$ cat src/rtl/tsp_cfg.svh
`ifndef TSP_CFG_SVH
`define TSP_CFG_SVH
// Packet size limit reset value, in characters
`define TSP_SIZE_LIMIT_RST     8'h80
// Inter-character limit reset value, in hundredths of a second
`define TSP_TIME_LIMIT_RST     16'h0064
// Tick length in ns (one hundredth of a second) and clock period in ns
`define TSP_TICK_NS            10000000
`define TSP_CLK_NS             20
`define TSP_TICK_CYCLES        (`TSP_TICK_NS / `TSP_CLK_NS)
// Carriage return and the top of the control character range
`define TSP_CHAR_CR            8'h0D
`define TSP_CTRL_MAX           8'h1F
// Route reset value: zero hops means no route
`define TSP_ROUTE_LEN_RST      3'h0
// Options register bit positions set by the two-wire mode
`define TSP_OPT_TWO_WIRE_LO    7
`define TSP_OPT_TWO_WIRE_HI    8
`endif

$ cat src/rtl/tsp_pkg.sv
package tsp_pkg;
    typedef enum logic [1:0] {
        TSP_DIRECT_LINK_DRIVE,
        TSP_FOUR_WIRE,
        TSP_HALF_DUPLEX,
        TSP_TWO_WIRE
    } tsp_drive_type;
    typedef enum logic [1:0] {
        TSP_CLOSE_NONE,
        TSP_CLOSE_CTRL,
        TSP_CLOSE_SIZE,
        TSP_CLOSE_TIME
    } tsp_close_type;
endpackage

$ cat src/rtl/tsp_skid_buf.sv
`timescale 1ns/100ps
`default_nettype none
// Two-entry buffer: the source may push while the sink stalls without loss
module tsp_skid_buf #(
    parameter int WIDTH = 10
) (
    // Clock and reset
    input  wire logic             clk,
    input  wire logic             rst_n,
    // Fill side
    input  wire logic             in_valid,
    output logic                  in_ready,
    input  wire logic [WIDTH-1:0] in_data,
    // Drain side
    output logic                  out_valid,
    input  wire logic             out_ready,
    output logic [WIDTH-1:0]      out_data
);
    logic [WIDTH-1:0] mem_reg [2];
    logic             rd_ptr_reg;
    logic             wr_ptr_reg;
    logic [1:0]       count_reg;
    wire              push = in_valid && in_ready;
    wire              pop  = out_valid && out_ready;

    assign in_ready  = (count_reg != 2'h2);
    assign out_valid = (count_reg != 2'h0);
    assign out_data  = mem_reg[rd_ptr_reg];

    always_ff @(posedge clk) begin
        if (!rst_n) begin
            rd_ptr_reg <= 1'b0;
            wr_ptr_reg <= 1'b0;
            count_reg  <= 2'h0;
        end else begin
            if (push) begin
                mem_reg[wr_ptr_reg] <= in_data;
                wr_ptr_reg          <= ~wr_ptr_reg;
            end
            if (pop) begin
                rd_ptr_reg <= ~rd_ptr_reg;
            end
            count_reg <= count_reg + {1'b0, push} - {1'b0, pop};
        end
    end

    chk_no_overfill: assert property (@(posedge clk) disable iff (!rst_n)
        count_reg == 2'h2 && !pop |=> count_reg == 2'h2)
        else $error("buffer lost or gained a word while full");
endmodule
`default_nettype wire

$ cat src/rtl/tsp_packetizer.sv
// Functional notes
// - Both modes identical except RTS usage
// - Received characters are gathered into network packets
// - Close packet on CR, size, timeout; CR closes only with the control character setting on
// - Size limit one sends each character
// - Size limit resets to 128 characters
// - Idle limit in hundredths, default 100
// - Packets carry the port's target route
// - Route replaceable at run time by message
// - Route defaults to none
// - Control character setting ends packets, default on
// - Echo setting returns characters, default off
// - Direct link drive keeps drivers always on
// - Four wire tristates drivers without CTS
// - Half duplex disables receiver while transmitting
// - Two wire drives on CTS, mutes receiver while driving
// - Two wire sets options bits 7, 8
// - Driver modes ignored on port zero
`timescale 1ns/100ps
`default_nettype none
`include "tsp_cfg.svh"
module tsp_packetizer #(
    parameter int DATA_W      = 8,
    parameter int SIZE_W      = 8,
    parameter int ROUTE_W     = 32,
    parameter int TICK_CYCLES = `TSP_TICK_CYCLES,
    parameter bit PORT_ZERO   = 1'b0,
    parameter bit HAS_RS485   = 1'b1
) (
    // Clock and reset
    input  wire logic                clk,
    input  wire logic                rst_n,
    // Static configuration, loaded while cfg_load is high
    input  wire logic                cfg_load,
    input  wire logic                cfg_share_mode,
    input  wire logic [SIZE_W-1:0]   cfg_size_limit,
    input  wire logic [15:0]         cfg_time_limit,
    input  wire logic                cfg_ctrl_char,
    input  wire logic                cfg_echo,
    input  wire tsp_pkg::tsp_drive_type cfg_drive,
    // Route write: static or from a network write message
    input  wire logic                route_wr,
    input  wire logic [2:0]          route_wr_len,
    input  wire logic [ROUTE_W-1:0]  route_wr_data,
    // Received characters from the serial receiver
    input  wire logic                rx_valid,
    input  wire logic [DATA_W-1:0]   rx_data,
    // Modem lines
    input  wire logic                cts,
    input  wire logic                tx_busy,
    output logic                     rts,
    // Driver and receiver gating
    output logic                     tx_drv_en,
    output logic                     rx_en,
    // Echo path to the serial transmitter
    output logic                     echo_valid,
    output logic [DATA_W-1:0]        echo_data,
    // Packet byte stream towards the network
    output logic                     pkt_valid,
    input  wire logic                pkt_ready,
    output logic [DATA_W-1:0]        pkt_data,
    output logic                     pkt_last,
    output logic [2:0]               pkt_route_len,
    output logic [ROUTE_W-1:0]       pkt_route,
    // Status
    output logic [15:0]              options,
    output logic                     rx_overrun,
    output tsp_pkg::tsp_close_type   last_close
);
    // ****************************************************************
    // Configuration registers
    // ****************************************************************
    logic                   share_reg;
    logic [SIZE_W-1:0]      size_reg;
    logic [15:0]            time_reg;
    logic                   ctrl_reg;
    logic                   echo_reg;
    tsp_pkg::tsp_drive_type drive_reg;
    logic [2:0]             route_len_reg;
    logic [ROUTE_W-1:0]     route_reg;

    // Boards without switchable drivers only honour direct link drive
    wire drive_ok = !PORT_ZERO && HAS_RS485;
    wire tsp_pkg::tsp_drive_type drive_sel =
        drive_ok ? cfg_drive : tsp_pkg::TSP_DIRECT_LINK_DRIVE;

    always_ff @(posedge clk) begin
        if (!rst_n) begin
            share_reg <= 1'b0;
            size_reg  <= `TSP_SIZE_LIMIT_RST;
            time_reg  <= `TSP_TIME_LIMIT_RST;
            ctrl_reg  <= 1'b1;
            echo_reg  <= 1'b0;
            drive_reg <= tsp_pkg::TSP_DIRECT_LINK_DRIVE;
        end else if (cfg_load) begin
            share_reg <= cfg_share_mode;
            size_reg  <= cfg_size_limit;
            time_reg  <= cfg_time_limit;
            ctrl_reg  <= cfg_ctrl_char;
            echo_reg  <= cfg_echo;
            drive_reg <= drive_sel;
        end
    end

    // Route may change at run time; the new route applies at once, also to a packet in flight
    always_ff @(posedge clk) begin
        if (!rst_n) begin
            route_len_reg <= `TSP_ROUTE_LEN_RST;
            route_reg     <= '0;
        end else if (route_wr) begin
            route_len_reg <= route_wr_len;
            route_reg     <= route_wr_data;
        end
    end

    // ****************************************************************
    // Line driver and receiver gating
    // ****************************************************************
    wire mode_two  = (drive_reg == tsp_pkg::TSP_TWO_WIRE);
    wire mode_four = (drive_reg == tsp_pkg::TSP_FOUR_WIRE);
    wire mode_half = (drive_reg == tsp_pkg::TSP_HALF_DUPLEX);
    assign tx_drv_en = (mode_four || mode_two) ? cts : 1'b1;
    assign rx_en     = mode_half ? !tx_busy :
                       mode_two  ? !tx_drv_en : 1'b1;
    always_comb begin
        options = 16'h0000;
        options[`TSP_OPT_TWO_WIRE_LO] = mode_two;
        options[`TSP_OPT_TWO_WIRE_HI] = mode_two;
    end

    // ****************************************************************
    // Character intake and packet assembly
    // ****************************************************************
    wire char_in  = rx_valid && rx_en;
    wire is_ctrl  = (rx_data <= `TSP_CTRL_MAX);
    wire is_cr    = (rx_data == `TSP_CHAR_CR);
    // With the setting off, CR is stored and only size or time close
    wire term     = ctrl_reg && (is_cr || is_ctrl);

    logic [SIZE_W-1:0] count_reg;
    logic [15:0]       idle_reg;
    logic [31:0]       tick_cnt_reg;
    logic              rx_overrun_reg;
    tsp_pkg::tsp_close_type close_reg;
    logic              echo_v_reg;
    logic [DATA_W-1:0] echo_d_reg;

    wire tick     = (tick_cnt_reg == 32'(TICK_CYCLES - 1));
    wire [SIZE_W-1:0] count_inc = count_reg + SIZE_W'(1);
    // Reaching the limit closes now; a limit of one sends every character
    wire size_hit = (count_inc >= size_reg);
    wire time_hit = (count_reg != '0) && tick && (idle_reg + 16'h0001 >= time_reg);

    logic buf_in_ready;
    logic buf_in_valid;
    logic [DATA_W:0] buf_in_data;
    logic tout_pend_reg;

    // Restraint holds RTS off while the buffer is full; push-to-talk keys it
    assign rts = share_reg ? tx_busy : buf_in_ready;

    // The timeout marker goes ahead of any later character (one stored in the timeout cycle itself cancels the timeout), so an old
    // timeout never closes the next packet; a character that arrives
    // while the marker still waits for room is refused
    wire push_char = char_in && buf_in_ready && !tout_pend_reg;
    wire push_mark = (time_hit || tout_pend_reg) && buf_in_ready && !push_char;
    wire close_now = push_char && (term || size_hit);
    assign buf_in_valid = push_char || push_mark;
    // Timeout closes by an empty marker word with the last flag
    assign buf_in_data  = push_char ? {close_now, rx_data} : {1'b1, {DATA_W{1'b0}}};

    always_ff @(posedge clk) begin
        if (!rst_n) begin
            count_reg      <= '0;
            idle_reg       <= 16'h0000;
            tick_cnt_reg   <= 32'h0000_0000;
            rx_overrun_reg <= 1'b0;
            close_reg      <= tsp_pkg::TSP_CLOSE_NONE;
            tout_pend_reg  <= 1'b0;
        end else begin
            if (char_in || count_reg == '0 || tick) begin
                tick_cnt_reg <= 32'h0000_0000;
            end else begin
                tick_cnt_reg <= tick_cnt_reg + 32'h0000_0001;
            end
            if (push_char) begin
                idle_reg  <= 16'h0000;
                count_reg <= close_now ? '0 : count_inc;
                if (close_now) begin
                    close_reg <= term ? tsp_pkg::TSP_CLOSE_CTRL : tsp_pkg::TSP_CLOSE_SIZE;
                end
            end else if (time_hit) begin
                idle_reg      <= 16'h0000;
                count_reg     <= '0;
                tout_pend_reg <= !buf_in_ready;
                close_reg     <= tsp_pkg::TSP_CLOSE_TIME;
            end else if (tick && count_reg != '0) begin
                idle_reg <= idle_reg + 16'h0001;
            end
            if (tout_pend_reg && buf_in_ready) begin
                tout_pend_reg <= 1'b0;
            end
            // Sticky until reset: a character lost to a full buffer or a waiting timeout marker
            if (char_in && !push_char) begin
                rx_overrun_reg <= 1'b1;
            end
        end
    end
    assign rx_overrun = rx_overrun_reg;
    assign last_close = close_reg;

    // ****************************************************************
    // Echo and output buffer
    // ****************************************************************
    always_ff @(posedge clk) begin
        if (!rst_n) begin
            echo_v_reg <= 1'b0;
            echo_d_reg <= '0;
        end else begin
            echo_v_reg <= char_in && echo_reg;
            echo_d_reg <= rx_data;
        end
    end
    assign echo_valid = echo_v_reg;
    assign echo_data  = echo_d_reg;

    logic [DATA_W:0] buf_out_data;
    tsp_skid_buf #(.WIDTH(DATA_W + 1)) u_buf (
        .clk       (clk),
        .rst_n     (rst_n),
        .in_valid  (buf_in_valid),
        .in_ready  (buf_in_ready),
        .in_data   (buf_in_data),
        .out_valid (pkt_valid),
        .out_ready (pkt_ready),
        .out_data  (buf_out_data)
    );
    assign pkt_data      = buf_out_data[DATA_W-1:0];
    assign pkt_last      = buf_out_data[DATA_W];
    assign pkt_route_len = route_len_reg;
    assign pkt_route     = route_reg;

    // ****************************************************************
    // Checks
    // ****************************************************************
    chk_size_close: assert property (@(posedge clk) disable iff (!rst_n)
        push_char && size_reg == SIZE_W'(1) |-> buf_in_data[DATA_W])
        else $error("size limit one did not close packet");
    chk_cr_close: assert property (@(posedge clk) disable iff (!rst_n)
        push_char && ctrl_reg && rx_data == `TSP_CHAR_CR |=> count_reg == '0)
        else $error("carriage return did not close packet");
    chk_ctrl_off: assert property (@(posedge clk) disable iff (!rst_n)
        push_char && !ctrl_reg && !size_hit |-> !buf_in_data[DATA_W])
        else $error("control character closed packet with setting off");
    chk_echo_data: assert property (@(posedge clk) disable iff (!rst_n)
        char_in && echo_reg |=> echo_valid && echo_data == $past(rx_data))
        else $error("echo missing");
    chk_no_echo: assert property (@(posedge clk) disable iff (!rst_n)
        !$past(echo_reg) |-> !echo_valid)
        else $error("echo with setting off");
    chk_four_wire: assert property (@(posedge clk) disable iff (!rst_n)
        mode_four && !cts |-> !tx_drv_en)
        else $error("four wire drove without cts");
    chk_two_wire: assert property (@(posedge clk) disable iff (!rst_n)
        mode_two |-> !(tx_drv_en && rx_en) && options[8:7] == 2'h3)
        else $error("two wire gating wrong");
    chk_half_rx: assert property (@(posedge clk) disable iff (!rst_n)
        mode_half && tx_busy |-> !rx_en && tx_drv_en)
        else $error("half duplex receiver on while sending");
    chk_direct: assert property (@(posedge clk) disable iff (!rst_n)
        drive_reg == tsp_pkg::TSP_DIRECT_LINK_DRIVE |-> tx_drv_en && rx_en)
        else $error("direct link drive gated");
    chk_idle_empty: assert property (@(posedge clk) disable iff (!rst_n)
        count_reg == '0 |=> tick_cnt_reg == 32'h0000_0000)
        else $error("idle timer ran on empty packet");
    chk_port_zero: assert property (@(posedge clk) disable iff (!rst_n)
        !drive_ok |-> drive_reg == tsp_pkg::TSP_DIRECT_LINK_DRIVE)
        else $error("switched driver mode on fixed port");
endmodule
`default_nettype wire

$ cat config.mk
export PLATFORM = sky130hd
export DESIGN_NAME = tsp_packetizer
export DESIGN_NICKNAME = d
export VERILOG_FILES = /design/src/rtl/tsp_pkg.sv /design/src/rtl/tsp_skid_buf.sv /design/src/rtl/tsp_packetizer.sv
export VERILOG_INCLUDE_DIRS = /design/src /design/src/rtl
export SDC_FILE = /design/constraint.sdc
export NUM_CORES = 1
export LEC_CHECK = 0
export BUFFER_PORTS_ARGS = -buffer_cell sky130_fd_sc_hd__buf_2
export CORE_ASPECT_RATIO = 2
export CORE_MARGIN = 2
export CORE_UTILIZATION = 36
export CTS_CLUSTER_DIAMETER = 60
export DETAILED_ROUTE_END_ITERATION = 6
export MAX_ROUTING_LAYER = met4
export SYNTH_ARGS = -nofsm -noshare
export SYNTH_HDL_FRONTEND = slang
export SYNTH_SLANG_ARGS = --single-unit
$ cat constraint.sdc
create_clock -name clk -period 9 [get_ports clk]
set_input_delay 2.7 -clock clk [delete_from_list [all_inputs] [get_ports clk]]
set_output_delay 2.7 -clock clk [all_outputs]
set_load 0.05 [all_outputs]
==> flow_summary_export.csv <==
group,metric,value,unit
timing,final-setup-viol-count,0,
placed_design,dpl-instance-area,8053,um2
grt,grt_pass1_vias,5529,
cts,cts_resized,0,
layout,area_delta_synth_final,20.28,%
placed_design,buffer_ports.inserted,141,
timing,finalHoldViolations,0,
critical_path,crit_required,6.30,ns
outcome,status,"completed",
timing,fin_crit_sh,0.6796,
timing,setup_slack,2.884,ns
worst_hold_path,holdCritStartpoint,"tick_cnt_reg[0]",
worst_hold_path,whs_endpoint,"tick_cnt_reg[0]",
placed_design,dp_hpwl,12600,um
layout,finish.instance_area,8640,um2
power,p_seq_frac,0.427,
timing,period_needed,6.116,ns
cts,cts_post_setup_buffers_inserted,0,
critical_path,reg2reg_setup_slack,4.43,ns
timing,timing.clock.skew,0.009177,ns
layout,drive_gt1_frac,0.2209,
synth,synth_edf_count,18,
worst_hold_path,hold_path.class,"reg2reg",
critical_path,crit_path_frequent_cell,"buf_2",
route,postRouteWirelength,17120,um
critical_path,critical_path_arrival,3.42,ns
die,die_area,21170,um2
critical_path,reg2regPathDepth,12,
synth,synth.lib_cells_used.distinct,56,
power,cellInternalPower,1.263,mW
placed_design,place.gp.congestion,0.8124,
synth,ys_ff_latch,156,
grt,grt_use_met3,0.02589,
critical_path,top_family_by_delay_on_critical_path,"buffers and inverters",
synth,synthFlopType,"dfxtp_1",
synth,synth-seq-area-share,0.4599,
cts,clockRootBuffer,"clkbuf_16",
critical_path,worst_path_largest_cell_delay,0.26,ns
critical_path,critical_path.n_buffers_inverters,2,
route,vias,5734,
die,die_height,203.8,um
cts,cts_num_sinks,156,
timing,whs,0.4444,ns
grt,grt_use_met1,0.1567,
power,static-leakage-power,3.793,nW
grt,met2_usage,0.3322,
synth,synth_area,7183,um2
run,max_cap_viol_count,0,
power,p_sw,0.5314,mW
critical_path,critPathSlowestCell,"mux2_2",
power,p_clk_frac,0.392,
placed_design,worst_slack_at_placement,2.891,ns
die,die_x,103.9,um
timing,worst-slew-pin-transition,1.103,ns
route,vias_per_cell,4.884,
grt,wire_length_of_the_first_global_routing_pass,27510,um
cts,cts_hold_buffers,0,
grt,gr-max-usage-layer,"met2",
grt,global_route.overflow_total,0,
timing,final.setup.tns,0,ns
cts,clk_latency,0.42,ns
synth,synth-warning-count,0,
critical_path,timing.critical_path.to_type,"primary output",
grt,grt.total_usage,0.1681,
cts,cts_inserted_buffers,17,
timing,slew_violations,0,
worst_hold_path,whs_path_depth,1,
timing,achievable-frequency,163.5,MHz
critical_path,timing.setup.critical_path_class,"in2out",
synth,post_synth_inst_count,769,
cts,cts.reportedPaths.clkPinSlew,0.06,ns
timing,slew_headroom,0.2644,
critical_path,r2r_end,"u_buf.mem_reg[0][5]",
power,sw_ratio,0.2961,
grt,number_of_antenna_violations_at_the_first_check_in_global_routing,2,
layout,final_net_count,1006,
power,power-per-cell-area,207.7,nW/um2
route,avgRoutedWirePerCell,14.58,um
cts,clock_tree_from_tritoncts,"yes",
layout,utilization,0.4379,
critical_path,critical_path.reg2reg.startpoint,"idle_reg[0]",
grt,grt_max_degree,69,
route,first_iter_violations,260,
synth,synth_area_per_cell,9.341,um2
cts,htreeDepth,4,
die,io_pins,156,
critical_path,timing.critical_path.from_type,"input port",
timing,rsz0062_at_grt,"no",
power,peakVddDrop,0.0001021,V
route,drt_first_pass_iters,5,
die,start_util,0.3641,
power,combPwrFrac,0.180,
critical_path,crit_path_max_fanout,2,
route,drcViolationCount,0,
synth,share_of_flip_flops_with_an_asynchronous_set_or_reset_after_synthesis,0,
route,ant_nets,0,
critical_path,worstPathCellList,"buf_2, mux2_2, nand2_1, buf_2",
die,rows,73,
die,placeableCoreArea,19730,um2
cts,clock_tree.buffer_depth,2,
-- kinds of logic (layout without fill, tap and decap cells) --
group / after synthesis / after routing / share of synthesized area
DFF: 156 / 156 / 0.4599
AOI/OAI and AO/OA: 78 / 78 / 0.06985
and+or+nand+nor: 306 / 306 / 0.2095
buffers and inverters: 81 / 209 / 0.05086
adders and majority gates: 29 / 29 / 0.05051
muxes: 74 / 74 / 0.1052
other: 1 / 16 / 0.0005221
xor gates and xnor gates: 44 / 44 / 0.05365
-- layout make-up --
| cell class | count | area [um2] |
|---|---|---|
| timing repair buffer | 144 | 728.2 |
| fill | 1980 | 11090 |
| clock buffer | 22 | 495.5 |
| tap | 262 | 327.8 |
| clock inverter | 10 | 86.33 |
| multi-input combinational | 545 | 3570 |
| inverter | 33 | 123.9 |
| sequential | 156 | 3303 |
| antenna | 2 | 5.005 |
-- metal layers --
layer / up-vias / routed length, um / share of wire
li1: 2884 / - / -
met5: - / 0 / 0
met3: 23 / 518 / 0.030
met2: 120 / 9980 / 0.58
met1: 2707 / 6211 / 0.36
met4: 0 / 404 / 0.024
-- placed cells by master (no fill, tap or decap), drive strengths merged, types with 25 or more instances in the layout --
| master | instances |
|---|---|
| ha | 29 |
| mux2i | 62 |
| nand3 | 31 |
| nand2 | 64 |
| buf | 144 |
| dfxtp | 138 |
| nor2 | 102 |
| a21oi | 27 |
| xor2 | 25 |
| inv | 34 |
-- synthesized netlist by cell type, types with 2 or more instances --
library cell,instances,share of area
o211ai_1,5,0.0052
nor4b_1,2,0.0024
a21oi_1,27,0.019
nor2b_1,3,0.0026
nand2_1,64,0.033
nand2b_1,4,0.0035
xnor2_1,19,0.023
and3_1,15,0.013
and4_1,10,0.012
buf_4,16,0.017
o22ai_1,4,0.0035
xor2_1,25,0.030
nand3_1,31,0.022
inv_1,33,0.017
nor3_1,8,0.0056
nor4_1,5,0.0044
or3_1,10,0.0087
and2_1,22,0.019
clkbuf_1,29,0.015
mux2_2,12,0.019
edfxtp_1,18,0.075
a211oi_1,2,0.0021
ha_1,29,0.051
or4_1,4,0.0042
mux2i_1,62,0.086
buf_1,2,0.0010
o2111ai_1,3,0.0037
nor2_1,102,0.053
o21a_1,4,0.0042
nand4_1,13,0.011
o21ai_0,15,0.010
dfxtp_1,138,0.38
or2_2,8,0.0070
a211o_1,2,0.0024
a21o_1,2,0.0021
-- through the flow --
step                      cells  total power [mW]
final                      1174             1.795
after global routing       1174             1.873
after CTS                  1172             1.821
after detailed placement   1140             1.111
after global placement     1140             1.107
after floorplan             782             1.030
-- power by group through the flow --
stage / Clock (mW) / Sequential [mW] / Combinational [mW]
floorplan: 0 / 0.821 / 0.209
global placement: 0 / 0.782 / 0.325
detailed placement: 0 / 0.783 / 0.328
CTS: 0.724 / 0.768 / 0.329
global route: 0.751 / 0.772 / 0.349
finish: 0.704 / 0.767 / 0.323
-- worst max path at each step --
stage               depth (start not counted)  slack, ns     from  endpoint
finish                                      4       2.88  tx_busy     rx_en
global route                                4       2.86  tx_busy     rx_en
CTS                                         4       2.89  tx_busy     rx_en
detailed placement                          4       2.89  tx_busy     rx_en
global placement                            4       2.89      cts     rx_en
floorplan                                   2       2.98      cts     rx_en
Power figures use the tool's default switching activity.
